`src/core/adcsq_pkg.sv`:
```
// Constants and types shared by the conversion sequencer
package adcsq_pkg;

  // Register byte offsets on the APB side
  localparam logic [7:0] OFS_STATUS_CONTROL_ONE = 8'h00;
  localparam logic [7:0] OFS_STATUS_CONTROL_TWO = 8'h04;
  localparam logic [7:0] OFS_RESULT_HIGH        = 8'h08;
  localparam logic [7:0] OFS_RESULT_LOW         = 8'h0C;
  localparam logic [7:0] OFS_COMPARE_VALUE_HIGH = 8'h10;
  localparam logic [7:0] OFS_COMPARE_VALUE_LOW  = 8'h14;
  localparam logic [7:0] OFS_CONVERTER_CONFIG   = 8'h18;

  // Field positions of status_control_one
  localparam int SC1_DONE_BIT   = 7;
  localparam int SC1_IRQ_EN_BIT = 6;
  localparam int SC1_CONT_BIT   = 5;
  // Field positions of status_control_two
  localparam int SC2_ACTIVE_BIT = 7;
  localparam int SC2_TRIG_BIT   = 6;
  localparam int SC2_CMP_EN_BIT = 5;
  localparam int SC2_CMP_UP_BIT = 4;

  // Reset values and the channel-off code
  localparam logic [4:0] CHANNEL_RESET = 5'h1F;
  localparam logic [4:0] CHANNEL_OFF   = 5'h1F;
  localparam logic [7:0] CONFIG_RESET  = 8'h00;

  // Resolution encodings of the mode field
  localparam logic [1:0] MODE_8BIT  = 2'h0;
  localparam logic [1:0] MODE_12BIT = 2'h1;
  localparam logic [1:0] MODE_10BIT = 2'h2;

  // Input clock select encodings
  localparam logic [1:0] ICLK_BUS      = 2'h0;
  localparam logic [1:0] ICLK_BUS_DIV2 = 2'h1;
  localparam logic [1:0] ICLK_ALT      = 2'h2;
  localparam logic [1:0] ICLK_ASYNC    = 2'h3;

  // Timing in conversion-clock cycles, bus cycles and nanoseconds
  localparam logic [5:0] SAMPLE_SHORT_CYC = 6'h04;
  localparam logic [5:0] SAMPLE_LONG_CYC  = 6'h18;
  localparam logic [5:0] APPROX_8BIT_CYC  = 6'h0D;
  localparam logic [5:0] APPROX_HI_CYC    = 6'h10;
  localparam logic [5:0] FIRST_EXTRA_CYC  = 6'h03;
  localparam logic [5:0] XFER_FIRST_CYC   = 6'h05;
  localparam logic [5:0] XFER_NEXT_CYC    = 6'h01;
  localparam int         SYS_CLK_PERIOD_NS   = 100;
  localparam int         ASYNC_STARTUP_NS    = 5000;
  localparam logic [5:0] ASYNC_STARTUP_CYC   = 6'(ASYNC_STARTUP_NS / SYS_CLK_PERIOD_NS);

  typedef enum logic [2:0] {
    ST_IDLE,
    ST_STARTUP,
    ST_SAMPLE,
    ST_APPROX,
    ST_XFER
  } adcsq_phase_t;

  typedef struct packed {
    logic         irq_en;
    logic         cont;
    logic [4:0]   channel;
    logic         done;
    logic         trig_sel;
    logic         cmp_en;
    logic         cmp_upper;
    logic [7:0]   config_reg;
    logic [3:0]   cv_high;
    logic [7:0]   cv_low;
    logic [11:0]  result;
    logic         block;
    adcsq_phase_t phase;
    logic [5:0]   cnt;
    logic         first;
    logic         half_tgl;
    logic [2:0]   div_cnt;
    logic         trg_s1;
    logic         trg_s2;
    logic         trg_s3;
    logic         alt_s1;
    logic         alt_s2;
    logic         alt_s3;
    logic         asy_s1;
    logic         asy_s2;
    logic         asy_s3;
    logic         pready;
    logic         pslverr;
    logic [31:0]  prdata;
    logic         done_irq;
    logic         sample_phase;
    logic         async_clk_en;
    logic         active;
  } adcsq_state_t;

endpackage : adcsq_pkg

```
`src/core/adcsq_sequencer.sv`:
```
// Conversion sequencer: APB registers, timing, compare and result transfer
`timescale 1ns/1ps

// Functional notes
// - Hardware trigger rising edge starts conversion
// - Trigger edge during conversion is ignored
// - Continuous series ignores edges after first
// - Resolution 12, 10 or 8 bit
// - Software trigger: status write starts conversion
// - Continuous mode restarts after each transfer
// - Completion stores result, sets done, interrupts
// - Half-read result blocks transfer in 10 or 12 bit mode, discards result
// - Blocked transfer restarts, except failed single compare
// - Status one write aborts, restarts with software trigger unless off
// - Other configuration writes abort conversion
// - Reset or stop without async clock aborts
// - Abort keeps last result; reset clears it
// - Idle until started; async clock enabled then
// - Sample phase short or long selectable
// - First conversion within stated cycle budget
// - Async clock adds startup time
// - Subsequent continuous conversions shorter
// - Compare by adding two's complement value
// - Compare true stores difference value
// - Compare false: no done, no store
// - Disabled in reset or channel all ones
// - Conversion clock divided by 1, 2, 4, 8
// - Round to 10 or 8 bits
module adcsq_sequencer
  import adcsq_pkg::*;
(
  input  wire logic        sys_clk,
  input  wire logic        rstn,
  input  wire logic        psel,
  input  wire logic        penable,
  input  wire logic        pwrite,
  input  wire logic [7:0]  paddr,
  input  wire logic [31:0] pwdata,
  output logic      [31:0] prdata,
  output logic             pready,
  output logic             pslverr,
  input  wire logic        hw_conversion_trigger,
  input  wire logic        alt_clk_in,
  input  wire logic        async_conv_clock,
  input  wire logic        stop_mode_req,
  input  wire logic [11:0] sar_code,
  output logic             done_irq,
  output logic             conv_active,
  output logic             sample_phase,
  output logic             async_clk_en,
  output logic      [4:0]  channel_out
);

  adcsq_state_t s_r;
  adcsq_state_t s_nxt;

  // Round the raw 12-bit code to the selected resolution, saturating at full scale
  function automatic logic [11:0] round_code(input logic [11:0] raw, input logic [1:0] mode);
    logic [12:0] sum;
    logic [11:0] res;
    sum = 13'h0000;
    res = raw;
    if (mode == MODE_10BIT)
    begin
      sum = {1'b0, raw} + 13'h0002;
      res = sum[12] ? 12'h3FF : {2'h0, sum[11:2]};
    end
    else if (mode == MODE_8BIT)
    begin
      sum = {1'b0, raw} + 13'h0008;
      res = sum[12] ? 12'h0FF : {4'h0, sum[11:4]};
    end
    return res;
  endfunction : round_code

  // Mask a value to the width of the selected resolution
  function automatic logic [11:0] res_mask(input logic [11:0] v, input logic [1:0] mode);
    logic [11:0] m;
    m = 12'hFFF;
    if (mode == MODE_10BIT)
      m = 12'h3FF;
    else if (mode == MODE_8BIT)
      m = 12'h0FF;
    return v & m;
  endfunction : res_mask

  // Load the counters for a new conversion; a first one pays the startup overhead
  function automatic adcsq_state_t launch(input adcsq_state_t st, input logic first_c);
    adcsq_state_t o;
    o = st;
    o.first = first_c;
    o.async_clk_en = (st.config_reg[1:0] == ICLK_ASYNC);
    if (first_c && st.config_reg[1:0] == ICLK_ASYNC)
    begin
      o.phase = ST_STARTUP;
      o.cnt   = ASYNC_STARTUP_CYC;
    end
    else
    begin
      o.phase = ST_SAMPLE;
      o.cnt   = (st.config_reg[4] ? SAMPLE_LONG_CYC : SAMPLE_SHORT_CYC)
              + (first_c ? FIRST_EXTRA_CYC : 6'h00);
    end
    return o;
  endfunction : launch

  // Stop the converter and put it in its lowest power state
  function automatic adcsq_state_t halt(input adcsq_state_t st);
    adcsq_state_t o;
    o = st;
    o.phase        = ST_IDLE;
    o.cnt          = 6'h00;
    o.first        = 1'b0;
    o.async_clk_en = 1'b0;
    return o;
  endfunction : halt

  logic        base_tick;
  logic        conv_tick;
  logic [2:0]  div_mask;
  logic [11:0] conv_val;
  logic [11:0] cmp_val;
  logic [11:0] diff_val;
  logic        cmp_ge;
  logic        cmp_ok;
  logic        trg_rise;
  logic        apb_acc;
  logic        apb_wr;
  logic        apb_rd;
  logic        busy;
  logic        wide_mode;

  always_comb
  begin
    s_nxt = s_r;
    busy  = (s_r.phase != ST_IDLE);
    wide_mode = (s_r.config_reg[3:2] != MODE_8BIT);

    s_nxt.trg_s1 = hw_conversion_trigger;
    s_nxt.trg_s2 = s_r.trg_s1;
    s_nxt.trg_s3 = s_r.trg_s2;
    s_nxt.alt_s1 = alt_clk_in;
    s_nxt.alt_s2 = s_r.alt_s1;
    s_nxt.alt_s3 = s_r.alt_s2;
    s_nxt.asy_s1 = async_conv_clock;
    s_nxt.asy_s2 = s_r.asy_s1;
    s_nxt.asy_s3 = s_r.asy_s2;
    trg_rise = s_r.trg_s2 & ~s_r.trg_s3;

    s_nxt.half_tgl = ~s_r.half_tgl;
    unique case (s_r.config_reg[1:0])
      ICLK_BUS:      base_tick = 1'b1;
      ICLK_BUS_DIV2: base_tick = s_r.half_tgl;
      ICLK_ALT:      base_tick = s_r.alt_s2 & ~s_r.alt_s3;
      ICLK_ASYNC:    base_tick = s_r.asy_s2 & ~s_r.asy_s3;
    endcase
    div_mask = 3'((4'h1 << s_r.config_reg[6:5]) - 4'h1);
    conv_tick = base_tick && ((s_r.div_cnt & div_mask) == div_mask);
    if (base_tick)
      s_nxt.div_cnt = s_r.div_cnt + 3'h1;

    conv_val = round_code(sar_code, s_r.config_reg[3:2]);
    cmp_val  = res_mask({s_r.cv_high, s_r.cv_low}, s_r.config_reg[3:2]);
    diff_val = res_mask(conv_val + ~cmp_val + 12'h001, s_r.config_reg[3:2]);
    cmp_ge   = (conv_val >= cmp_val);
    cmp_ok   = ~s_r.cmp_en | (s_r.cmp_upper ? cmp_ge : ~cmp_ge);

    // Sequencing of one conversion
    unique case (s_r.phase)
      ST_IDLE:
      begin
        if (s_r.trig_sel && trg_rise && s_r.channel != CHANNEL_OFF)
          s_nxt = launch(s_nxt, 1'b1);
      end
      ST_STARTUP:
      begin
        if (s_r.cnt <= 6'h01)
        begin
          s_nxt.phase = ST_SAMPLE;
          s_nxt.cnt   = (s_r.config_reg[4] ? SAMPLE_LONG_CYC : SAMPLE_SHORT_CYC)
                      + FIRST_EXTRA_CYC;
        end
        else
          s_nxt.cnt = s_r.cnt - 6'h01;
      end
      ST_SAMPLE:
      begin
        if (conv_tick)
        begin
          if (s_r.cnt <= 6'h01)
          begin
            s_nxt.phase = ST_APPROX;
            s_nxt.cnt   = wide_mode ? APPROX_HI_CYC : APPROX_8BIT_CYC;
          end
          else
            s_nxt.cnt = s_r.cnt - 6'h01;
        end
      end
      ST_APPROX:
      begin
        if (conv_tick)
        begin
          if (s_r.cnt <= 6'h01)
          begin
            s_nxt.phase = ST_XFER;
            s_nxt.cnt   = s_r.first ? XFER_FIRST_CYC : XFER_NEXT_CYC;
          end
          else
            s_nxt.cnt = s_r.cnt - 6'h01;
        end
      end
      ST_XFER:
      begin
        if (s_r.cnt > 6'h01)
          s_nxt.cnt = s_r.cnt - 6'h01;
        else if (!cmp_ok)
        begin
          if (s_r.cont)
            s_nxt = launch(s_nxt, 1'b0);
          else
            s_nxt = halt(s_nxt);
        end
        else if (s_r.block && wide_mode)
        begin
          s_nxt = launch(s_nxt, 1'b0);
        end
        else
        begin
          s_nxt.result = s_r.cmp_en ? diff_val : conv_val;
          s_nxt.done   = 1'b1;
          if (s_r.cont)
            s_nxt = launch(s_nxt, 1'b0);
          else
            s_nxt = halt(s_nxt);
        end
      end
    endcase

    if (stop_mode_req && s_r.config_reg[1:0] != ICLK_ASYNC)
      s_nxt = halt(s_nxt);

    // Slave answers in the second access cycle so that pready comes from a flop
    apb_acc = psel & penable & s_r.pready;
    apb_wr  = apb_acc & pwrite;
    apb_rd  = apb_acc & ~pwrite;
    s_nxt.pready  = psel & penable & ~s_r.pready;
    s_nxt.pslverr = 1'b0;
    s_nxt.prdata  = 32'h0000_0000;

    if (psel && penable && !s_r.pready)
    begin
      unique case (paddr)
        OFS_STATUS_CONTROL_ONE:
          s_nxt.prdata[7:0] = {s_r.done, s_r.irq_en, s_r.cont, s_r.channel};
        OFS_STATUS_CONTROL_TWO:
          s_nxt.prdata[7:0] = {busy, s_r.trig_sel, s_r.cmp_en, s_r.cmp_upper, 4'h0};
        OFS_RESULT_HIGH:
          s_nxt.prdata[7:0] = {4'h0, s_r.result[11:8]};
        OFS_RESULT_LOW:
          s_nxt.prdata[7:0] = s_r.result[7:0];
        OFS_COMPARE_VALUE_HIGH:
          s_nxt.prdata[7:0] = {4'h0, s_r.cv_high};
        OFS_COMPARE_VALUE_LOW:
          s_nxt.prdata[7:0] = s_r.cv_low;
        OFS_CONVERTER_CONFIG:
          s_nxt.prdata[7:0] = s_r.config_reg;
        default:
          s_nxt.pslverr = 1'b1;
      endcase
    end

    if (apb_wr)
    begin
      unique case (paddr)
        OFS_STATUS_CONTROL_ONE:
        begin
          s_nxt.irq_en  = pwdata[SC1_IRQ_EN_BIT];
          s_nxt.cont    = pwdata[SC1_CONT_BIT];
          s_nxt.channel = pwdata[4:0];
          // A completion in this very cycle keeps its flag
          if (!(s_nxt.done && !s_r.done))
            s_nxt.done = 1'b0;
          s_nxt = halt(s_nxt);
          if (!s_r.trig_sel && pwdata[4:0] != CHANNEL_OFF)
            s_nxt = launch(s_nxt, 1'b1);
        end
        OFS_STATUS_CONTROL_TWO:
        begin
          s_nxt.trig_sel  = pwdata[SC2_TRIG_BIT];
          s_nxt.cmp_en    = pwdata[SC2_CMP_EN_BIT];
          s_nxt.cmp_upper = pwdata[SC2_CMP_UP_BIT];
          s_nxt = halt(s_nxt);
        end
        OFS_COMPARE_VALUE_HIGH:
        begin
          s_nxt.cv_high = pwdata[3:0];
          s_nxt = halt(s_nxt);
        end
        OFS_COMPARE_VALUE_LOW:
        begin
          s_nxt.cv_low = pwdata[7:0];
          s_nxt = halt(s_nxt);
        end
        OFS_CONVERTER_CONFIG:
        begin
          s_nxt.config_reg = pwdata[7:0];
          s_nxt = halt(s_nxt);
        end
        default:
          s_nxt.pslverr = 1'b0;
      endcase
    end

    if (apb_rd)
    begin
      if (paddr == OFS_RESULT_HIGH && wide_mode)
        s_nxt.block = 1'b1;
      if (paddr == OFS_RESULT_LOW)
      begin
        s_nxt.block = 1'b0;
        if (!(s_nxt.done && !s_r.done))
          s_nxt.done = 1'b0;
      end
    end

    if (s_nxt.channel == CHANNEL_OFF)
      s_nxt = halt(s_nxt);

    s_nxt.sample_phase = (s_nxt.phase == ST_SAMPLE);
    s_nxt.active       = (s_nxt.phase != ST_IDLE);
    s_nxt.done_irq = s_nxt.done & s_nxt.irq_en;
  end

  always_ff @(posedge sys_clk or negedge rstn)
  begin
    if (!rstn)
    begin
      s_r            <= '0;
      s_r.channel    <= CHANNEL_RESET;
      s_r.config_reg <= CONFIG_RESET;
      s_r.phase      <= ST_IDLE;
    end
    else
      s_r <= s_nxt;
  end

  assign prdata       = s_r.prdata;
  assign pready       = s_r.pready;
  assign pslverr      = s_r.pslverr;
  assign done_irq     = s_r.done_irq;
  assign conv_active  = s_r.active;
  assign sample_phase = s_r.sample_phase;
  assign async_clk_en = s_r.async_clk_en;
  assign channel_out  = s_r.channel;

endmodule : adcsq_sequencer

```
`config.mk`:
```
export PLATFORM = sky130hd
export DESIGN_NAME = adcsq_sequencer
export DESIGN_NICKNAME = d
export VERILOG_FILES = /design/src/core/adcsq_pkg.sv /design/src/core/adcsq_sequencer.sv
export SDC_FILE = /design/constraint.sdc
export NUM_CORES = 1
export LEC_CHECK = 0
export BUFFER_PORTS_ARGS = -buffer_cell sky130_fd_sc_hd__clkbuf_2
export CAP_MARGIN = 30
export CORE_UTILIZATION = 35
export DETAILED_ROUTE_END_ITERATION = 8
export GPL_TIMING_DRIVEN = 0
export PLACE_DENSITY_LB_ADDON = 0.15
export SETUP_SLACK_MARGIN = 0.3
export SYNTH_ARGS = -nofsm -noshare
export SYNTH_HDL_FRONTEND = slang
export SYNTH_SLANG_ARGS = --single-unit
```
`constraint.sdc`:
```
create_clock -name sys_clk -period 9.4 [get_ports sys_clk]
set_input_delay 1.88 -clock sys_clk [delete_from_list [all_inputs] [get_ports sys_clk]]
set_output_delay 1.88 -clock sys_clk [all_outputs]
set_load 0.01 [all_outputs]
```
==> flow_summary.toml <==
[run_status]
status = "finished, final reports clean"

[routing]
top_layer = "met4"
drcViolationCount = 0
vias = 5192
wl_met3_um = 851
totalWireLength_um = 16690
ant_nets = 0
wl_met2_um = 7421
wl_per_cell_um = 17.42
vias_per_cell = 5.420
firstDrtPassIters = 5
wl_met1_um = 8095
dr.first_iter.drc_count = 386

[floorplanning]
die_x_um = 130.5
initial_utilization_pct = 36.11
rows = 46
core-area_um2 = 16000
die_h_um = 130.5
dieArea_um2 = 17030
io_pins = 104

[sta]
fin_crit_ps = 6087
drv_slew = 0
fin_crit_sh_pct = 64.76
fin_skew_ps = 7.028
hold-worst-slack_ps = 350.0
fin_ws_ps = 3313
clock.fmax_mhz = 164.3
setup_viol_count_final = 0
max_slew.worst_pin.slew_ps = 1089
slew_headroom_pct = 27.26
finalHoldViolCount = 0
tns_ps = 0
rsz0062_at_grt = "no"

[clocking]
h-tree-depth = 3
cts_made_buffers = 9
cts_buffer_depth = 2
clkLatencyLatePin_ps = 350
cts-root-buf = "clkbuf_16"
cts_tree = "yes"
clkSinkCount = 81
cts.clk_slew.worst_paths_ps = 60
cts_resized = 0
post-cts-setup-buffers = 0
ctsHoldBuffers = 0

[synth]
async_flop_share_pct = 100.0
ys_seq_area_share_pct = 35.19
ys.flop_type = "dfrtp_1"
syn_inst = 648
ys_seq_elements = 81
synthDistinctLibCells = 77
avgSynthCellArea_um2 = 8.917
yosys_warnings = 0
synth-edff-count = 0
syn_area_um2 = 5778

[worst_setup_path]
crit_chain = "clkbuf_2 > nand4_1 > or4_1 > and2_1 > clkbuf_1 > a222oi_1 > ha_1 > nand4_1 > a311oi_1 > a211o_1 > a21oi_1 > xnor2_1 > a21oi_1 > buf_2 > mux2_2"
slowest_stage = "a222oi_1"
worstPathRequired_ps = 9640
r2r-start = "s_r[88]"
crit_buf_inv = 3
critical_path.top_delay_family = "compound AO/OA/AOI/OAI gates"
r2r_setup_slack_ps = 4280
worst_r2r_path_depth = 17
r2r-end = "s_r[73]"
cp-start-kind = "primary input"
cp.arrival_ps = 6320
path_class = "primary input to flop"
max_stage_delay_ps = 740
critPathCaptureType = "flop"
path_max_fanout = 10

[grt]
grt_first_pass_wirelength_um = 26500
antenna_found_initial = 0
overflow = 0
grt_pass1_vias = 4895
grt_max_degree = 45
grt_usage_pct = 20.65

[cells_and_area]
nNetsFinal = 816
antennaDiodeCount = 0
final_cell_mix = "dfrtp_1, nand2_1, clkbuf_2, a21oi_1, buf_4"
finalCoreUtilization_pct = 42.18
layout_commonest_cell = "dfrtp_1"
fill_cells = 1646
layout-drive-gt1-share_pct = 22.24
area_growth_pct = 16.80

[power]
finalPower_uw = 1275
leakagePower_uw = 0.002947
ir_drop_v = 0.00009411
p_per_area_nw_per_um2 = 188.8

[placed_design]
hpwl_um = 12820
numPortBuffers = 53
routabilityCongestion = 0.9103
pre_cts_slack_ps = 3055

[hold_path]
min_from = "s_r[40]"
hp-class = "flop to flop"
hold_end = "s_r[39]"
min_path_cells = 0

[job]
maxCapViolCount = 0
[cells in the mapped netlist, types with 5 or more instances]
cell type | n | share of area [%]
a22oi_1 | 6 | 0.78
dfrtp_1 | 76 | 33
dfstp_2 | 5 | 2.3
a21oi_1 | 38 | 3.3
nor3_1 | 15 | 1.3
nand2b_1 | 7 | 0.76
mux2_2 | 34 | 6.6
o21a_1 | 7 | 0.91
o22ai_1 | 8 | 0.87
a221oi_1 | 5 | 0.76
nand2_1 | 68 | 4.4
nor2_1 | 36 | 2.3
xnor2_1 | 25 | 3.8
or3_1 | 6 | 0.65
nand3_1 | 15 | 1.3
o21ai_0 | 36 | 3.1
inv_1 | 32 | 2.1
a31oi_1 | 13 | 1.4
and3_1 | 6 | 0.65
nand4_1 | 7 | 0.76
nor2b_1 | 11 | 1.2
mux2i_1 | 17 | 2.9
a32oi_1 | 5 | 0.76
clkbuf_1 | 23 | 1.5
ha_1 | 17 | 3.7
buf_4 | 38 | 4.9
and2_1 | 7 | 0.76
a222oi_1 | 6 | 1.0
[metrics by stage]
step | instance area, um^2 | std cells
after detailed placement | 6430 | 941
final | 6749 | 958
after global placement | 6400 | 940
after global routing | 6749 | 958
after floorplan | 5864 | 671
after CTS | 6744 | 957
[layout make-up]
cell class / instances / area (um^2) / area share [%]
clock inverters: 6 / 75.07 / 1.112
well taps: 216 / 270.3 / 4.004
repair buffers: 55 / 300.3 / 4.449
inverters: 33 / 123.9 / 1.835
clock buffers: 10 / 239.0 / 3.541
flip-flops and latches: 81 / 2033 / 30.13
multi-input cells: 494 / 3319 / 49.18
plain buffers: 63 / 387.9 / 5.747
[where the power goes]
part | internal (uW) | switching, uW | leakage, uW
Clock | 217 | 157 | 0.000151
Sequential | 381 | 32.4 | 0.00105
Combinational | 195 | 292 | 0.00175
Total | 793 | 482 | 0.00295
[logic make-up (layout without fill, tap and decap cells)]
group	after synthesis	after routing	synth area share [%]
other	1	24	0.06490
buffers and inverters	96	167	8.856
muxes	52	52	9.809
AOI/OAI and AO/OA	169	169	20.12
and+or+nand+nor	203	203	17.69
DFF	81	81	35.19
adders and majority gates	18	18	4.028
xor gates and xnor gates	28	28	4.244
[flip-flops by register name (all words and copies together) (netlist names)]
| register | flops |
|---|---|
| channel_out | 5 |
| async_clk_en | 1 |
| pslverr | 1 |
| pready | 1 |
| s_r | 62 |
| conv_active | 1 |
| sample_phase | 1 |
| done_irq | 1 |
| prdata | 8 |
[worst register-to-register path, cell delays in order, from the launching register on]
cell      delay [ps]
dfrtp_1          390
clkbuf_1         260
or2_2            340
clkbuf_1         230
a31oi_1          640
nand2b_1         140
o221ai_1         180
ha_1             250
inv_1             60
fa_1             410
nand3_1          130
a311oi_1         110
a211o_1          340
a21oi_1          190
xnor2_1           80
a21oi_1          460
buf_2            410
mux2_2           380
[routing by layer]
layer / global-route usage [%] / vias to the layer above
met5: 0 / -
met4: 7.235 / 0
met3: 3.135 / 23
met2: 31.68 / 190
met1: 29.46 / 2490
li1: - / 2489
[how the worst max path moves through the flow]
stage                            start  cells after the start  slack [ps]  endpoint
after global placement     sar_code[3]                     15        3140   s_r[62]
after CTS                  sar_code[8]                     15        3400   s_r[73]
after floorplan           sar_code[11]                     16        3980   s_r[62]
after detailed placement   sar_code[8]                     15        3060   s_r[73]
final                      sar_code[8]                     15        3310   s_r[73]
after global routing       sar_code[6]                     15        3040   s_r[66]
(Power assumes the default switching activity.)
